File: src/ext_stack_pkg.sv
// constants and types for the extended stack instruction unit
package ext_stack_pkg;
    localparam int ADDR_W = 12;
    localparam int PC_W = 21;
    localparam logic [7:0] OP_ADD_PTR = 8'hE8;
    localparam logic [7:0] OP_SUB_PTR = 8'hE9;
    localparam logic [7:0] OP_PUSH_LIT = 8'hEA;
    localparam logic [7:0] OP_MOVE_IDX = 8'hEB;
    localparam logic [15:0] OP_CALL_IND = 16'h0014;
    localparam logic [3:0] SECOND_WORD_PREFIX = 4'hF;
    localparam logic [1:0] FRAME_SEL = 2'h3;
    localparam logic [PC_W-1:0] PC_STEP = 21'h000002;
    localparam logic [7:0] ZERO_BYTE = 8'h00;
    // indirect access registers sit in this address window
    localparam logic [ADDR_W-1:0] INDIRECT_LOW = 12'hFDB;
    localparam logic [ADDR_W-1:0] INDIRECT_HIGH = 12'hFEF;
    // three plain registers sit between each group of five indirect ones
    localparam logic [2:0] INDIRECT_SLOT_MIN = 3'h3;
    localparam int NUM_PTR = 3;
    localparam int FRAME_IDX = 2;
    localparam int UPPER_W = PC_W - 16;
    localparam int BYTE_W = 8;
    localparam int LIT_W = 6;
    localparam int OFFSET_W = 7;
    localparam int IDX_FLAG_BIT = 7;
    localparam logic [ADDR_W-1:0] PTR_RESET = 12'h000;
    localparam logic [ADDR_W-1:0] PTR_STEP = 12'h001;
    localparam logic [ADDR_W-1:0] ADDR_ZERO = 12'h000;
    localparam logic [PC_W-1:0] PC_ZERO = 21'h000000;
    typedef enum logic [1:0] {
        ST_FETCH = 2'b00,
        ST_IDLE2 = 2'b01,
        ST_MOVE2 = 2'b10
    } state_type;
endpackage : ext_stack_pkg

File: src/extended_stack_instruction_unit.sv
// decode and execution control for the extended stack instructions
module extended_stack_instruction_unit (
    // clock and reset
    input wire logic clk_sys,
    input wire logic arst_n,
    // configuration
    input wire logic extendedSetEnable,
    // instruction fetch
    input wire logic instrValid,
    input wire logic [15:0] instrWord,
    input wire logic [ext_stack_pkg::PC_W-1:0] programCounter,
    // core state
    input wire logic [7:0] workingRegister,
    input wire logic [7:0] counterHighLatch,
    input wire logic [7:0] counterUpperLatch,
    input wire logic [ext_stack_pkg::PC_W-1:0] returnStackTop,
    input wire logic [7:0] memReadData,
    // pointer outputs
    output logic [ext_stack_pkg::ADDR_W-1:0] filePointer0,
    output logic [ext_stack_pkg::ADDR_W-1:0] filePointer1,
    output logic [ext_stack_pkg::ADDR_W-1:0] framePointer,
    // data memory
    output logic memRead,
    output logic [ext_stack_pkg::ADDR_W-1:0] memReadAddr,
    output logic memWrite,
    output logic [ext_stack_pkg::ADDR_W-1:0] memWriteAddr,
    output logic [7:0] memWriteData,
    // program flow
    output logic pcLoad,
    output logic [ext_stack_pkg::PC_W-1:0] pcLoadValue,
    output logic stackPush,
    output logic [ext_stack_pkg::PC_W-1:0] stackPushValue,
    output logic stackPop,
    output logic busy
);
    import ext_stack_pkg::*;

    // ----------------------------------------
    // decode
    // ----------------------------------------
    state_type state;
    logic [7:0] opHigh;
    logic [1:0] sel;
    logic [ADDR_W-1:0] lit6;
    logic [ADDR_W-1:0] srcAddr;
    logic [ADDR_W-1:0] dstIdxAddr;
    logic [ADDR_W-1:0] moveDst;
    logic isFetch;
    logic enabled;
    logic isAddSub;
    logic isUnlink;
    logic isPush;
    logic isCall;
    logic isMove;
    logic moveDone;
    logic dstBlocked;
    logic movedIdx;
    logic [BYTE_W-1:0] srcByte;

    function automatic logic isIndirect(input logic [ADDR_W-1:0] a);
        // groups of five indirect slots with three plain registers between
        isIndirect = (a >= INDIRECT_LOW) && (a <= INDIRECT_HIGH) && (a[2:0] >= INDIRECT_SLOT_MIN);
    endfunction : isIndirect

    assign opHigh = instrWord[15:8];
    assign sel = instrWord[7:6];
    assign lit6 = ADDR_W'(instrWord[LIT_W-1:0]);
    assign isFetch = (state == ST_FETCH) && instrValid;
    assign enabled = isFetch && extendedSetEnable;
    assign isAddSub = enabled && (opHigh == OP_ADD_PTR || opHigh == OP_SUB_PTR);
    assign isUnlink = isAddSub && (sel == FRAME_SEL);
    assign isPush = enabled && (opHigh == OP_PUSH_LIT);
    assign isCall = enabled && (instrWord == OP_CALL_IND);
    assign isMove = enabled && (opHigh == OP_MOVE_IDX);
    // offsets are unsigned, so a frame near the top wraps round the data space
    assign srcAddr = framePointer + ADDR_W'(instrWord[OFFSET_W-1:0]);
    assign dstIdxAddr = framePointer + ADDR_W'(instrWord[OFFSET_W-1:0]);
    assign moveDone = (state == ST_MOVE2) && instrValid;
    // second word carries either a full address or a frame offset
    assign moveDst = movedIdx ? dstIdxAddr : instrWord[ADDR_W-1:0];
    assign dstBlocked = movedIdx && isIndirect(dstIdxAddr);
    // an indirect source reads as zero, never through the indirect path
    assign srcByte = isIndirect(memReadAddr) ? ZERO_BYTE : memReadData;

    // ----------------------------------------
    // pointers
    // ----------------------------------------
    // plain wrapping adders: no carry or zero flag leaves this block
    for (genvar g = 0; g < NUM_PTR; g++) begin : g_ptr
        logic [ADDR_W-1:0] value;
        logic selHit;
        assign selHit = isAddSub && ((sel == 2'(g)) || (isUnlink && g == FRAME_IDX));
        always_ff @(posedge clk_sys or negedge arst_n) begin
            if (!arst_n) begin
                value <= PTR_RESET;
            end else if (selHit && opHigh == OP_ADD_PTR) begin
                value <= value + lit6;
            end else if (selHit && opHigh == OP_SUB_PTR) begin
                value <= value - lit6;
            end else if (g == FRAME_IDX && isPush) begin
                value <= value - PTR_STEP;
            end
        end
    end : g_ptr

    assign filePointer0 = g_ptr[0].value;
    assign filePointer1 = g_ptr[1].value;
    assign framePointer = g_ptr[FRAME_IDX].value;

    // ----------------------------------------
    // sequencing
    // ----------------------------------------
    always_ff @(posedge clk_sys or negedge arst_n) begin
        if (!arst_n) begin
            state <= ST_FETCH;
        end else begin
            case (state)
                ST_FETCH: begin
                    if (isUnlink) begin
                        state <= ST_IDLE2;
                    end else if (isCall) begin
                        state <= ST_IDLE2;
                    end else if (isMove) begin
                        state <= ST_MOVE2;
                    end
                end
                ST_IDLE2: begin
                    // word fetched now is the target, so nothing is decoded
                    state <= ST_FETCH;
                end
                ST_MOVE2: begin
                    if (instrValid) begin
                        state <= ST_FETCH;
                    end
                end
                default: begin
                    state <= ST_FETCH;
                end
            endcase
        end
    end

    // ----------------------------------------
    // data read port
    // ----------------------------------------
    always_ff @(posedge clk_sys or negedge arst_n) begin
        if (!arst_n) begin
            memRead <= 1'b0;
            memReadAddr <= ADDR_ZERO;
            movedIdx <= 1'b0;
        end else if (isMove) begin
            // no access at all when the source is an indirect register
            memRead <= !isIndirect(srcAddr);
            memReadAddr <= srcAddr;
            movedIdx <= instrWord[IDX_FLAG_BIT];
        end else if (moveDone) begin
            memRead <= 1'b0;
        end
    end

    // ----------------------------------------
    // data write port
    // ----------------------------------------
    always_ff @(posedge clk_sys or negedge arst_n) begin
        if (!arst_n) begin
            memWrite <= 1'b0;
            memWriteAddr <= ADDR_ZERO;
            memWriteData <= ZERO_BYTE;
        end else if (isPush) begin
            memWrite <= 1'b1;
            memWriteAddr <= framePointer;
            memWriteData <= instrWord[BYTE_W-1:0];
        end else if (moveDone) begin
            // a blocked destination turns the move into a no-operation
            memWrite <= !dstBlocked;
            memWriteAddr <= moveDst;
            memWriteData <= srcByte;
        end else begin
            memWrite <= 1'b0;
        end
    end

    // ----------------------------------------
    // program flow
    // ----------------------------------------
    always_ff @(posedge clk_sys or negedge arst_n) begin
        if (!arst_n) begin
            pcLoad <= 1'b0;
            pcLoadValue <= PC_ZERO;
        end else if (isCall) begin
            pcLoad <= 1'b1;
            pcLoadValue <= {counterUpperLatch[UPPER_W-1:0], counterHighLatch, workingRegister};
        end else if (isUnlink) begin
            pcLoad <= 1'b1;
            pcLoadValue <= returnStackTop;
        end else begin
            pcLoad <= 1'b0;
        end
    end

    always_ff @(posedge clk_sys or negedge arst_n) begin
        if (!arst_n) begin
            stackPush <= 1'b0;
            stackPushValue <= PC_ZERO;
            stackPop <= 1'b0;
        end else begin
            stackPush <= isCall;
            stackPop <= isUnlink;
            if (isCall) begin
                stackPushValue <= programCounter + PC_STEP;
            end
        end
    end

    // call saves nothing else: working, status and bank stay with the core
    always_ff @(posedge clk_sys or negedge arst_n) begin
        if (!arst_n) begin
            busy <= 1'b0;
        end else if (isUnlink || isCall || isMove) begin
            busy <= 1'b1;
        end else if (state == ST_IDLE2 || moveDone) begin
            busy <= 1'b0;
        end
    end
endmodule : extended_stack_instruction_unit

File: config.mk
export PLATFORM = sky130hd
export DESIGN_NAME = extended_stack_instruction_unit
export DESIGN_NICKNAME = d
export VERILOG_FILES = /design/src/ext_stack_pkg.sv /design/src/extended_stack_instruction_unit.sv
export SDC_FILE = /design/constraint.sdc
export NUM_CORES = 1
export LEC_CHECK = 0
export ABC_AREA = 1
export BUFFER_PORTS_ARGS = -buffer_cell sky130_fd_sc_hd__buf_2
export CAP_MARGIN = 20
export CORE_MARGIN = 5
export CORE_UTILIZATION = 29
export DETAILED_ROUTE_END_ITERATION = 10
export MAX_ROUTING_LAYER = met4
export RECOVER_POWER = 100
export SYNTH_ARGS = -nofsm -noshare
export SYNTH_HDL_FRONTEND = slang
export SYNTH_SLANG_ARGS = --single-unit
File: constraint.sdc
create_clock -name clk_sys -period 4.5 [get_ports clk_sys]
set_input_delay 0 -clock clk_sys [delete_from_list [all_inputs] [get_ports clk_sys]]
set_output_delay 0 -clock clk_sys [all_outputs]
set_load 0.1 [all_outputs]
Yosys cells after proc, flatten, opt, wreduce, memory -nomap -nowiden
Index checks and enable logic that the tools add are counted.

Multiplexer cells: 28. Magnitude comparators: 6. $add $sub $neg: 9. Equality and inequality tests: 12. Reduce and logical (&&, ||, !) cells: 39.

Operators by type and width (number): $mux W12 (10); $mux W21 (2); $add A12 B6 Y12 (3); $sub A12 B6 Y12 (3); $eq A8 B8 Y1 const B (4); $ge A12 B12 Y1 const B (2); $le A12 B12 Y1 const B (2); $mux W8 (3); $logic_and A1 B1 Y1 (22); $add A21 B2 Y21 const B (1); $eq A16 B5 Y1 const B (1); $add A12 B7 Y12 (1); $reduce_bool A2 Y1 (6); $sub A12 B1 Y12 const B (1); $mux W1 (8); $mux W2 (4); $eq A2 B2 Y1 const B (3); $ge A3 B2 Y1 const B (2); $logic_or A1 B1 Y1 (5); $eq A2 B1 Y1 const B (2); $logic_not A2 Y1 (2); $ne A4 B4 Y1 const B (1); $pmux W2 S2 (1); $reduce_bool A3 Y1 (1); 3 further kinds (4).

Flip-flop bits (word level): 119. Output and inout port bits: 116. Input port bits: 94. Logic and storage cells: 110.

Logic depth before layout (Yosys ltp)
Gate-level depths: netlist of the first run.

Word-level depth: 10. Mapped depth: 22.

Least setup slack after synthesis of the first run
OpenSTA, ideal clock, no wires.

Kind: reg-to-reg. Start point: register state[0]. End point: register g_ptr[2].value[9], in the netlist framePointer[9]. Required time: 4.380 ns. Slack: 1.340 ns. Setup time: 0.120 ns. Stages on the path, launching flop included: 22. Path buffers: 0. Arrival time: 3.040 ns. Cell sequence: dfrtp_1 > nor2_1 > nand3_1 > nor2_4 > nand2_4 > nor2_8 > nand2_1 > nor2_1 > ha_1 > or2_2 > o21ai_0 > inv_1 > ha_1 > nand3_1 > nand2_1 > a21boi_0 > o21ai_0 > nand3_1 > nand2_1 > nand2_1 > nand3_1 > nand2_1.

Cells in the longest elaborated chain, start to end: 10. Elaborated cells on any way between the ends: 13.

Ends and longest elaborated chain: start, declared (line extended_stack_instruction_unit.sv:41) `state_type state;`; start signal, assigned (line extended_stack_instruction_unit.sv:115) `state <= ST_FETCH;`; start signal, assigned (line extended_stack_instruction_unit.sv:120) `state <= ST_IDLE2;`; start signal, assigned (line extended_stack_instruction_unit.sv:122) `state <= ST_IDLE2;`; $logic_not A2 Y1 (*) (line extended_stack_instruction_unit.sv:68) `assign isFetch = (state == ST_FETCH) && instrValid;`; $logic_and A1 B1 Y1 (*) (line extended_stack_instruction_unit.sv:68); $logic_and A1 B1 Y1 (*) (line extended_stack_instruction_unit.sv:69) `assign enabled = isFetch && extendedSetEnable;`; $logic_and A1 B1 Y1 (line extended_stack_instruction_unit.sv:70) `assign isAddSub = enabled && (opHigh == OP_ADD_PTR || opHigh == OP_SUB_PTR);`; $logic_and A1 B1 Y1 (line extended_stack_instruction_unit.sv:71) `assign isUnlink = isAddSub && (sel == FRAME_SEL);`; $logic_or A1 B1 Y1 (line extended_stack_instruction_unit.sv:92) `assign selHit = isAddSub && ((sel == 2'(g)) || (isUnlink && g == FRAME_IDX));`; $logic_and A1 B1 Y1 (line extended_stack_instruction_unit.sv:92); $logic_and A1 B1 Y1 (line extended_stack_instruction_unit.sv:98) `end else if (selHit && opHigh == OP_SUB_PTR) begin`; $mux W12 (line extended_stack_instruction_unit.sv:98); $mux W12 (line extended_stack_instruction_unit.sv:96) `end else if (selHit && opHigh == OP_ADD_PTR) begin`; end signal, assigned (line extended_stack_instruction_unit.sv:97) `value <= value + lit6;`; end signal, assigned (line extended_stack_instruction_unit.sv:99) `value <= value - lit6;`; end signal, assigned (line extended_stack_instruction_unit.sv:101) `value <= value - PTR_STEP;`; end, declared (line extended_stack_instruction_unit.sv:90) `logic [ADDR_W-1:0] value;`.

Every way passes the cells marked *; elsewhere a longest branch is shown, timed or not. A chain may end at the register's enable or synchronous reset.

Worst setup path after layout of the first run
Start point: register state[0]. End point: register pcLoadValue[3] (netlist name).

Cells in the longest elaborated chain, start to end: 6. Elaborated cells on any way between the ends: 8.

Ends and longest elaborated chain: $logic_not A2 Y1 (*) (line extended_stack_instruction_unit.sv:68); $logic_and A1 B1 Y1 (*) (line extended_stack_instruction_unit.sv:68); $logic_and A1 B1 Y1 (*) (line extended_stack_instruction_unit.sv:69); $logic_and A1 B1 Y1 (line extended_stack_instruction_unit.sv:70); $logic_and A1 B1 Y1 (line extended_stack_instruction_unit.sv:71); $reduce_bool A2 Y1 (no line); end signal, assigned (line extended_stack_instruction_unit.sv:192) `pcLoadValue <= {counterUpperLatch[UPPER_W-1:0], counterHighLatch, workingRegister};`; end signal, assigned (line extended_stack_instruction_unit.sv:195) `pcLoadValue <= returnStackTop;`; end, declared (line extended_stack_instruction_unit.sv:30) `output logic [ext_stack_pkg::PC_W-1:0] pcLoadValue,`.

Marked as above.

==> impl_metrics.ini, run 1 <==
[clock_network]
clk_pin_slew_ns = 0.06
cts_tree = done
cts-root-buf = clkbuf_16
h-tree-depth = 4
cts_sinks = 119
cts.repair.resized = 0
worstSkewPairLatency_ns = 0.42
cts_made_buffers = 17
clockBufferDepth = 2

[synthesis]
synth.cell_area_um2 = 7950
synthAdderAreaFrac_pct = 7.77
yosys_warnings = 0
yosysSeqAreaShare_pct = 37.5
synth_xor_area_share_pct = 4.19
synth-edff-count = 0
synth.mux.area_fraction_pct = 0.142
yosys-top-cells-area = dfrtp_1 (37%), nand2_1 (15%), ha_1 (6.8%)
ys.flop_type = dfrtp_1
async_reset_ff_share_pct = 100
syn_nets = 1202
synth_area_leader_cell = dfrtp_1
netlist.area_leader.share_pct = 37.5
synth_top_family_by_area = simple AND/OR/NAND/NOR gates
synthCells = 1061
synth_compound_area_share_pct = 14.1
synth-seq-cells = 119
synth-simple-area-share_pct = 29.0
ys_types = 45
syn_avg_cell_area_um2 = 7.49

[grt]
grt_pass1_vias = 8087
grt_pass1_wl_mm = 43.3
grt_max_degree = 46
gr-usage-all-layers_pct = 18.1
grt_remaining_overflow = 0
antenna_found_initial = 1

[routing]
via_count = 8094
drt_wl_total_mm = 27.6
viasPerCell = 4.77
drc = 0
drt_iter0_markers = 520
wire_per_inst_um = 16.3
drtAntennaViolNets = 0
drt_first_pass_iters = 5

[floorplan]
design.die.area_um2 = 30800
die_y_um = 176
start_util_pct = 29.5
core_um2 = 27000
fp.dieW_um = 176
ios = 210
num_rows = 60

[worst_setup_path]
critPathKind = flop to flop
cp_slowest_cell = inv_1
slowest_delay_ns = 1.00
crit_path_cell_trace = nor2_1 -> nand3_1 -> inv_1 -> nand3_1 -> o21ai_0 -> inv_1 -> o31ai_1 -> dlygate4sd3_1
worst_setup_path_end_kind = flop
critPathMaxFanout = 43
arrival_ns = 4.04
worstSetupStartpointType = flop
worstPathRequired_ns = 4.80
reg2reg_depth = 8

[layout]
regArea_um2 = 2980
areaGrowthSynthToFinish_pct = 31.8
final_nets = 1483
nFillCells = 2824
multiInputGateArea_um2 = 4340
fin_util_pct = 38.9
drive_gt1_share_pct = 11.3

[pwr]
clkPwrFrac_pct = 41.4
pwr-share-seq_pct = 34.2
switching_share_pct = 36.3
intPower_uw = 2150
power_frac_comb_pct = 24.4
leakage_uw = 0.00526
p_per_area_nw_per_um2 = 322
vdd_drop_max_mv = 0.209
p_switching_uw = 1220

[sta]
fin_crit_ns = 3.74
setup_viol = 0
rsz0062_at_grt = false
worstMarginPinSlew_ns = 2.32
relSlewSlack_pct = -54.8
fin_tns_setup_ns = 0
drv_slew = 41
fmax_mhz = 267
min_period_over_period_pct = 83.2
fin_skew_ns = 0.0132
hold_viol = 0

[run_status]
status = finished, violations left
failed_checks = capacitance limit, slew limit

[place]
place.detailed.hpwl_mm = 20.6
place_congestion = 0.884
portBuffers = 206

[hold_path]
min_path_type = primary input to flop
holdPathStages = 3

[run]
cap_violations = 1
[area by class of cell]
cell class,instances,share of cell area [%]
antenna,1,0.0239
clock buffer,17,4.06
clock inverter,15,1.61
inverter,116,4.15
multi-input combinational,799,41.4
sequential,119,28.4
tap,341,4.07
timing repair buffer,289,16.2
[state kept, by name (all words and copies together), names as in the netlist, 2 cells and up]
name            flops
state               2
filePointer1       12
memReadAddr        12
pcLoadValue        21
memWriteAddr       12
memWriteData        8
stackPushValue     21
framePointer       12
filePointer0       12
[synth_stat cells (4+ instances only)]
cell type    n
nor3_1      16
fa_1         4
o21ai_2      7
nand3b_1     5
nand2_2      5
o21bai_1     6
a21oi_1     29
a21boi_0     4
o21ai_0     74
dfrtp_1    119
o31ai_1     22
inv_2        7
nand2_1    311
nor2_1      84
nand4_1     12
o21ai_1      5
o22ai_1      4
inv_1      108
buf_2        8
nand3_2      4
ha_1        43
o211ai_1    18
xor2_1      19
clkbuf_1    13
xnor2_1     19
a31oi_1      8
nand3_1     73
[critical path: cells and delay by family, from the launching register on]
kind	cells	cell delay, ns
flops	1	0.41
compound gates	2	0.44
buf+inv	3	1.70
simple gates	3	1.06
[power groups by stage]
stage          clock network (µW)  registers, µW  logic, µW
2_1_floorplan                   0           1450        290
3_3_place_gp                    0           1170        791
3_5_place_dp                    0           1170        796
4_1_cts                      1440           1150        842
5_1_grt                      1480           1160        891
6_report                     1400           1160        822
[layout by cell type, fill, tap and decap left out, types with 12 or more instances in the layout]
cell and count:
clkbuf_1 117, xor2_1 19, o21ai_0 82, nand2_1 314
clkbuf_16 17, ha_1 43, dfrtp_1 119, dlygate4sd3_1 79
buf_2 89, nand4_1 12, xnor2_1 19, a21oi_1 29
nor2_1 86, inv_1 110, nor3_1 15, o31ai_1 22
nand3_1 76, o211ai_1 18
[kinds of logic (layout without fill, tap and decap cells)]
logic type,Yosys count,after routing
simple gates,528,528
compound gates,185,185
buf+inv,143,437
flops,119,119
fa+ha+maj,47,47
xor+xnor,38,38
mux,1,1
other cells,0,1
[routing by layer]
layer	GRT usage, %	wire length, µm	vias to the layer above
met5	-	0	-
met3	4.07	1570	32
met1	22.1	12400	3743
li1	-	-	4072
met4	4.91	581	0
met2	30.6	13100	247
[per-stage QoR]
step	cell area [µm²]	power (µW)	cells	hold slack, ns	setup slack [ns]
5_1_grt	10500	3530	1697	0.0227	0.353
4_1_cts	10700	3430	1696	0.00169	0.914
6_report	10500	3380	1697	0.00784	0.756
3_5_place_dp	9300	1970	1585	0.0264	0.930
2_1_floorplan	7950	1740	1061	-0.296	1.34
3_3_place_gp	9300	1960	1585	0.0247	1.00
[worst paths after layout]
check,slack (ns),end,start
max,0.76,pcLoadValue[3],state[0]
min reg2reg,0.48,stackPushValue[9],stackPushValue[9]
min in group asynchronous,0.84,memReadAddr[7],arst_n
max reg2reg,0.76,pcLoadValue[3],state[0]
max in group asynchronous,1.54,pcLoad,arst_n
min,0.008,memWriteData[3],instrWord[3]
[timing repair]
item / in CTS / in global routing
buffers inserted: 0 / 0
setup endpoints to repair: 0 / 0
hold buffers: 79 / 0
hold endpoints to repair: 94 / 0
Power figures use the tool's default switching activity.
==> run 2: changes to the inputs <==
- ABC_AREA: 1 -> 0
- clock period: 4.5 -> 3.8 ns (I/O delays scaled with it)
==> impl_metrics.ini, run 2 <==
[pwr]
intPower_uw = 2600
switching_share_pct = 32.4
power_frac_comb_pct = 21.4
power_uw = 3840
leakage_uw = 0.00477
pwr-share-seq_pct = 34.9
vdd_drop_max_mv = 0.256
p_switching_uw = 1250
p_per_area_nw_per_um2 = 372
clkPwrFrac_pct = 43.7

[worst_setup_path]
critPathKind = flop to flop
worstSetupStartpointType = flop
crit_path_cell_trace = nand4bb_4 -> nor4_4 -> and2_4 -> and3_4 -> ha_4 -> nor3_2 -> a22o_1 -> nand2_1 -> o21ai_1 -> ha_1 -> nor2b_1 -> o31a_1 -> o31a_1 -> o211a_1 -> or4_1 -> nand3_1
slowest_delay_ns = 0.41
critPathMaxFanout = 7
rrSetupSlack_ns = 0.21
reg2reg_depth = 16
r2r_start = state[1]
cp_slowest_cell = dfrtp_1
r2r_end = framePointer[10]
worst_setup_path_end_kind = flop
cpMostUsedCell = o31a_1
worstPathRequired_ns = 4.15
critPathLaunch = state[1]
crit_path_end = framePointer[10]
arrival_ns = 3.94

[sta]
setup_viol = 0
fmax_mhz = 279
worstMarginPinSlew_ns = 1.68
drv_slew = 134
fin_skew_ns = 0.00995
min_period_over_period_pct = 94.4
setup_slack_ns = 0.212
fin_crit_ns = 3.59
relSlewSlack_pct = -11.7
hold_viol = 0
rsz0062_at_grt = false

[clock_network]
cts_tree = done
worstSkewPairLatency_ns = 0.42
cts-root-buf = clkbuf_16
h-tree-depth = 4
cts_sinks = 119
clk_pin_slew_ns = 0.06
clockBufferDepth = 2
cts_made_buffers = 17

[hold_path]
min_path_type = primary input to flop

[routing]
wire_per_inst_um = 17.2
drc = 0
viasPerCell = 4.95
drt_iter0_markers = 278
drtAntennaViolNets = 0
drt_wl_total_mm = 25.4
drt_first_pass_iters = 4
via_count = 7299

[floorplan]
num_rows = 59
fp.dieW_um = 172
start_util_pct = 29.2
ios = 210
design.die.area_um2 = 29400
die_y_um = 172
core_um2 = 25900

[synthesis]
yosys_warnings = 0
async_reset_ff_share_pct = 100
ys.flop_type = dfrtp_1
netlist.area_leader.share_pct = 39.3
yosysMostFrequentCell = nand2_1
synth-edff-count = 0
yosys-top-cells-area = dfrtp_1 (39%), ha_1 (7.1%), nand2_1 (6.3%)
synthTopCellsByCount = nand2_1 (128), dfrtp_1 (119), o21ai_0 (66), nor2_1 (53), ha_1 (43)
synth-seq-cells = 119
ys_types = 61
syn_nets = 972
synthCells = 831
synth.cell_area_um2 = 7570
yosysSeqAreaShare_pct = 39.3
synth_area_leader_cell = dfrtp_1
syn_avg_cell_area_um2 = 9.11

[grt]
antenna_found_initial = 3
grt_pass1_vias = 7312
gr-usage-all-layers_pct = 17.8
grt_remaining_overflow = 0
grt_pass1_wl_mm = 39.6
grt_max_degree = 58

[layout]
areaGrowthSynthToFinish_pct = 36.6
final_cell_mix = nand2_1 (129), clkbuf_1 (123), dfrtp_1 (119)
stdcell_count = 1474
fin_area_um2 = 10300
drive_gt1_share_pct = 14.3
fin_util_pct = 39.9
final_common_cell = nand2_1
reg_top3 = pcLoadValue (21), stackPushValue (21)
final_nets = 1262

[place]
portBuffers = 206
pre_cts_ws_ns = 0.0126
place_congestion = 0.883
place_inst = 1355
place_area_um2 = 9090
place.detailed.hpwl_mm = 18.7

[run]
cap_violations = 4

[run_status]
failed_checks = capacitance limit, slew limit
status = finished, violations left
-- run 2: cell types whose count changed in the layout (fill, tap and decap cells not counted), sizes merged, moves of 14 or more --
cell,before,now
nor2,89,53
nand2,319,129
mux2i,0,31
o31ai,23,8
a221o,0,15
a211oi,1,18
mux2,1,15
inv,120,17
o211ai,18,3
nand3,77,18
-- run 2: worst min-delay path by stage --
stage / startpoint / end / slack (ns) / cells past startpoint
2_1_floorplan: arst_n / busy / -0.30 / 0
3_3_place_gp: arst_n / filePointer1[8] / 0.13 / 1
3_5_place_dp: arst_n / filePointer1[8] / 0.13 / 1
4_1_cts: instrWord[2] / memWriteData[2] / 0.02 / 2
5_1_grt: instrWord[2] / memWriteData[2] / 0.06 / 2
6_report: instrWord[0] / memWriteData[0] / 0.04 / 2
-- run 2: worst max-delay path: cells and delay by family (launching register included) --
kind | cells | cell delay (ns)
AND/OR/NAND/NOR | 9 | 1.54
adder cells (fa/ha/maj) | 2 | 0.49
flip-flops | 1 | 0.41
AO/OA/AOI/OAI | 5 | 1.09
-- run 2: power groups by stage --
stage	logic (µW)	clock network (µW)	registers, µW
3_3_place_gp	774	0	1360
4_1_cts	834	1730	1340
3_5_place_dp	779	0	1360
6_report	821	1680	1340
5_1_grt	894	1780	1350
2_1_floorplan	328	0	1580
-- run 2: cell type report --
cell class / instances / area, µm²
flip-flops and latches: 119 / 2980
well taps: 335 / 419
multi-input cells: 661 / 4450
clock buffers: 20 / 467
fillers: 2609 / 15600
inverters: 13 / 48.8
diodes: 5 / 12.5
repair buffers: 309 / 1830
clock inverters: 12 / 141
-- run 2: cells by family (layout without fill, tap and decap cells) --
| group | after synthesis | count (layout) | synth area share (%) |
|---|---|---|---|
| AND/OR/NAND/NOR | 284 | 284 | 17.8 |
| AO/OA/AOI/OAI | 227 | 227 | 19.1 |
| flip-flops | 119 | 119 | 39.3 |
| XOR/XNOR | 57 | 57 | 6.59 |
| buffers and inverters | 51 | 354 | 2.68 |
| adder cells (fa/ha/maj) | 47 | 47 | 8.16 |
| multiplexers | 46 | 46 | 6.33 |
| other | 0 | 5 | 0 |
-- run 2: routing by layer --
layer,share of wire [%],global-route usage (%),routed length (µm)
met1,45,22.2,11300
met2,48,28.9,12100
met3,5.4,4.32,1370
met4,2.1,4.86,535
met5,0,-,0
-- run 2: stage by stage --
stage,hold WS [ns],setup TNS [ns]
after floorplan,-0.296,-0.0846
after global routing,0.0570,0
after global placement,0.131,0
after CTS,0.0244,0
final,0.0372,0
after detailed placement,0.130,0
-- run 2: repair_timing --
action                     in CTS  in global routing
gates resized for setup         0                  3
setup endpoints to repair       0                  4
hold buffers                   80                  0
setup buffers                   0                  2
hold endpoints to repair      106                  0
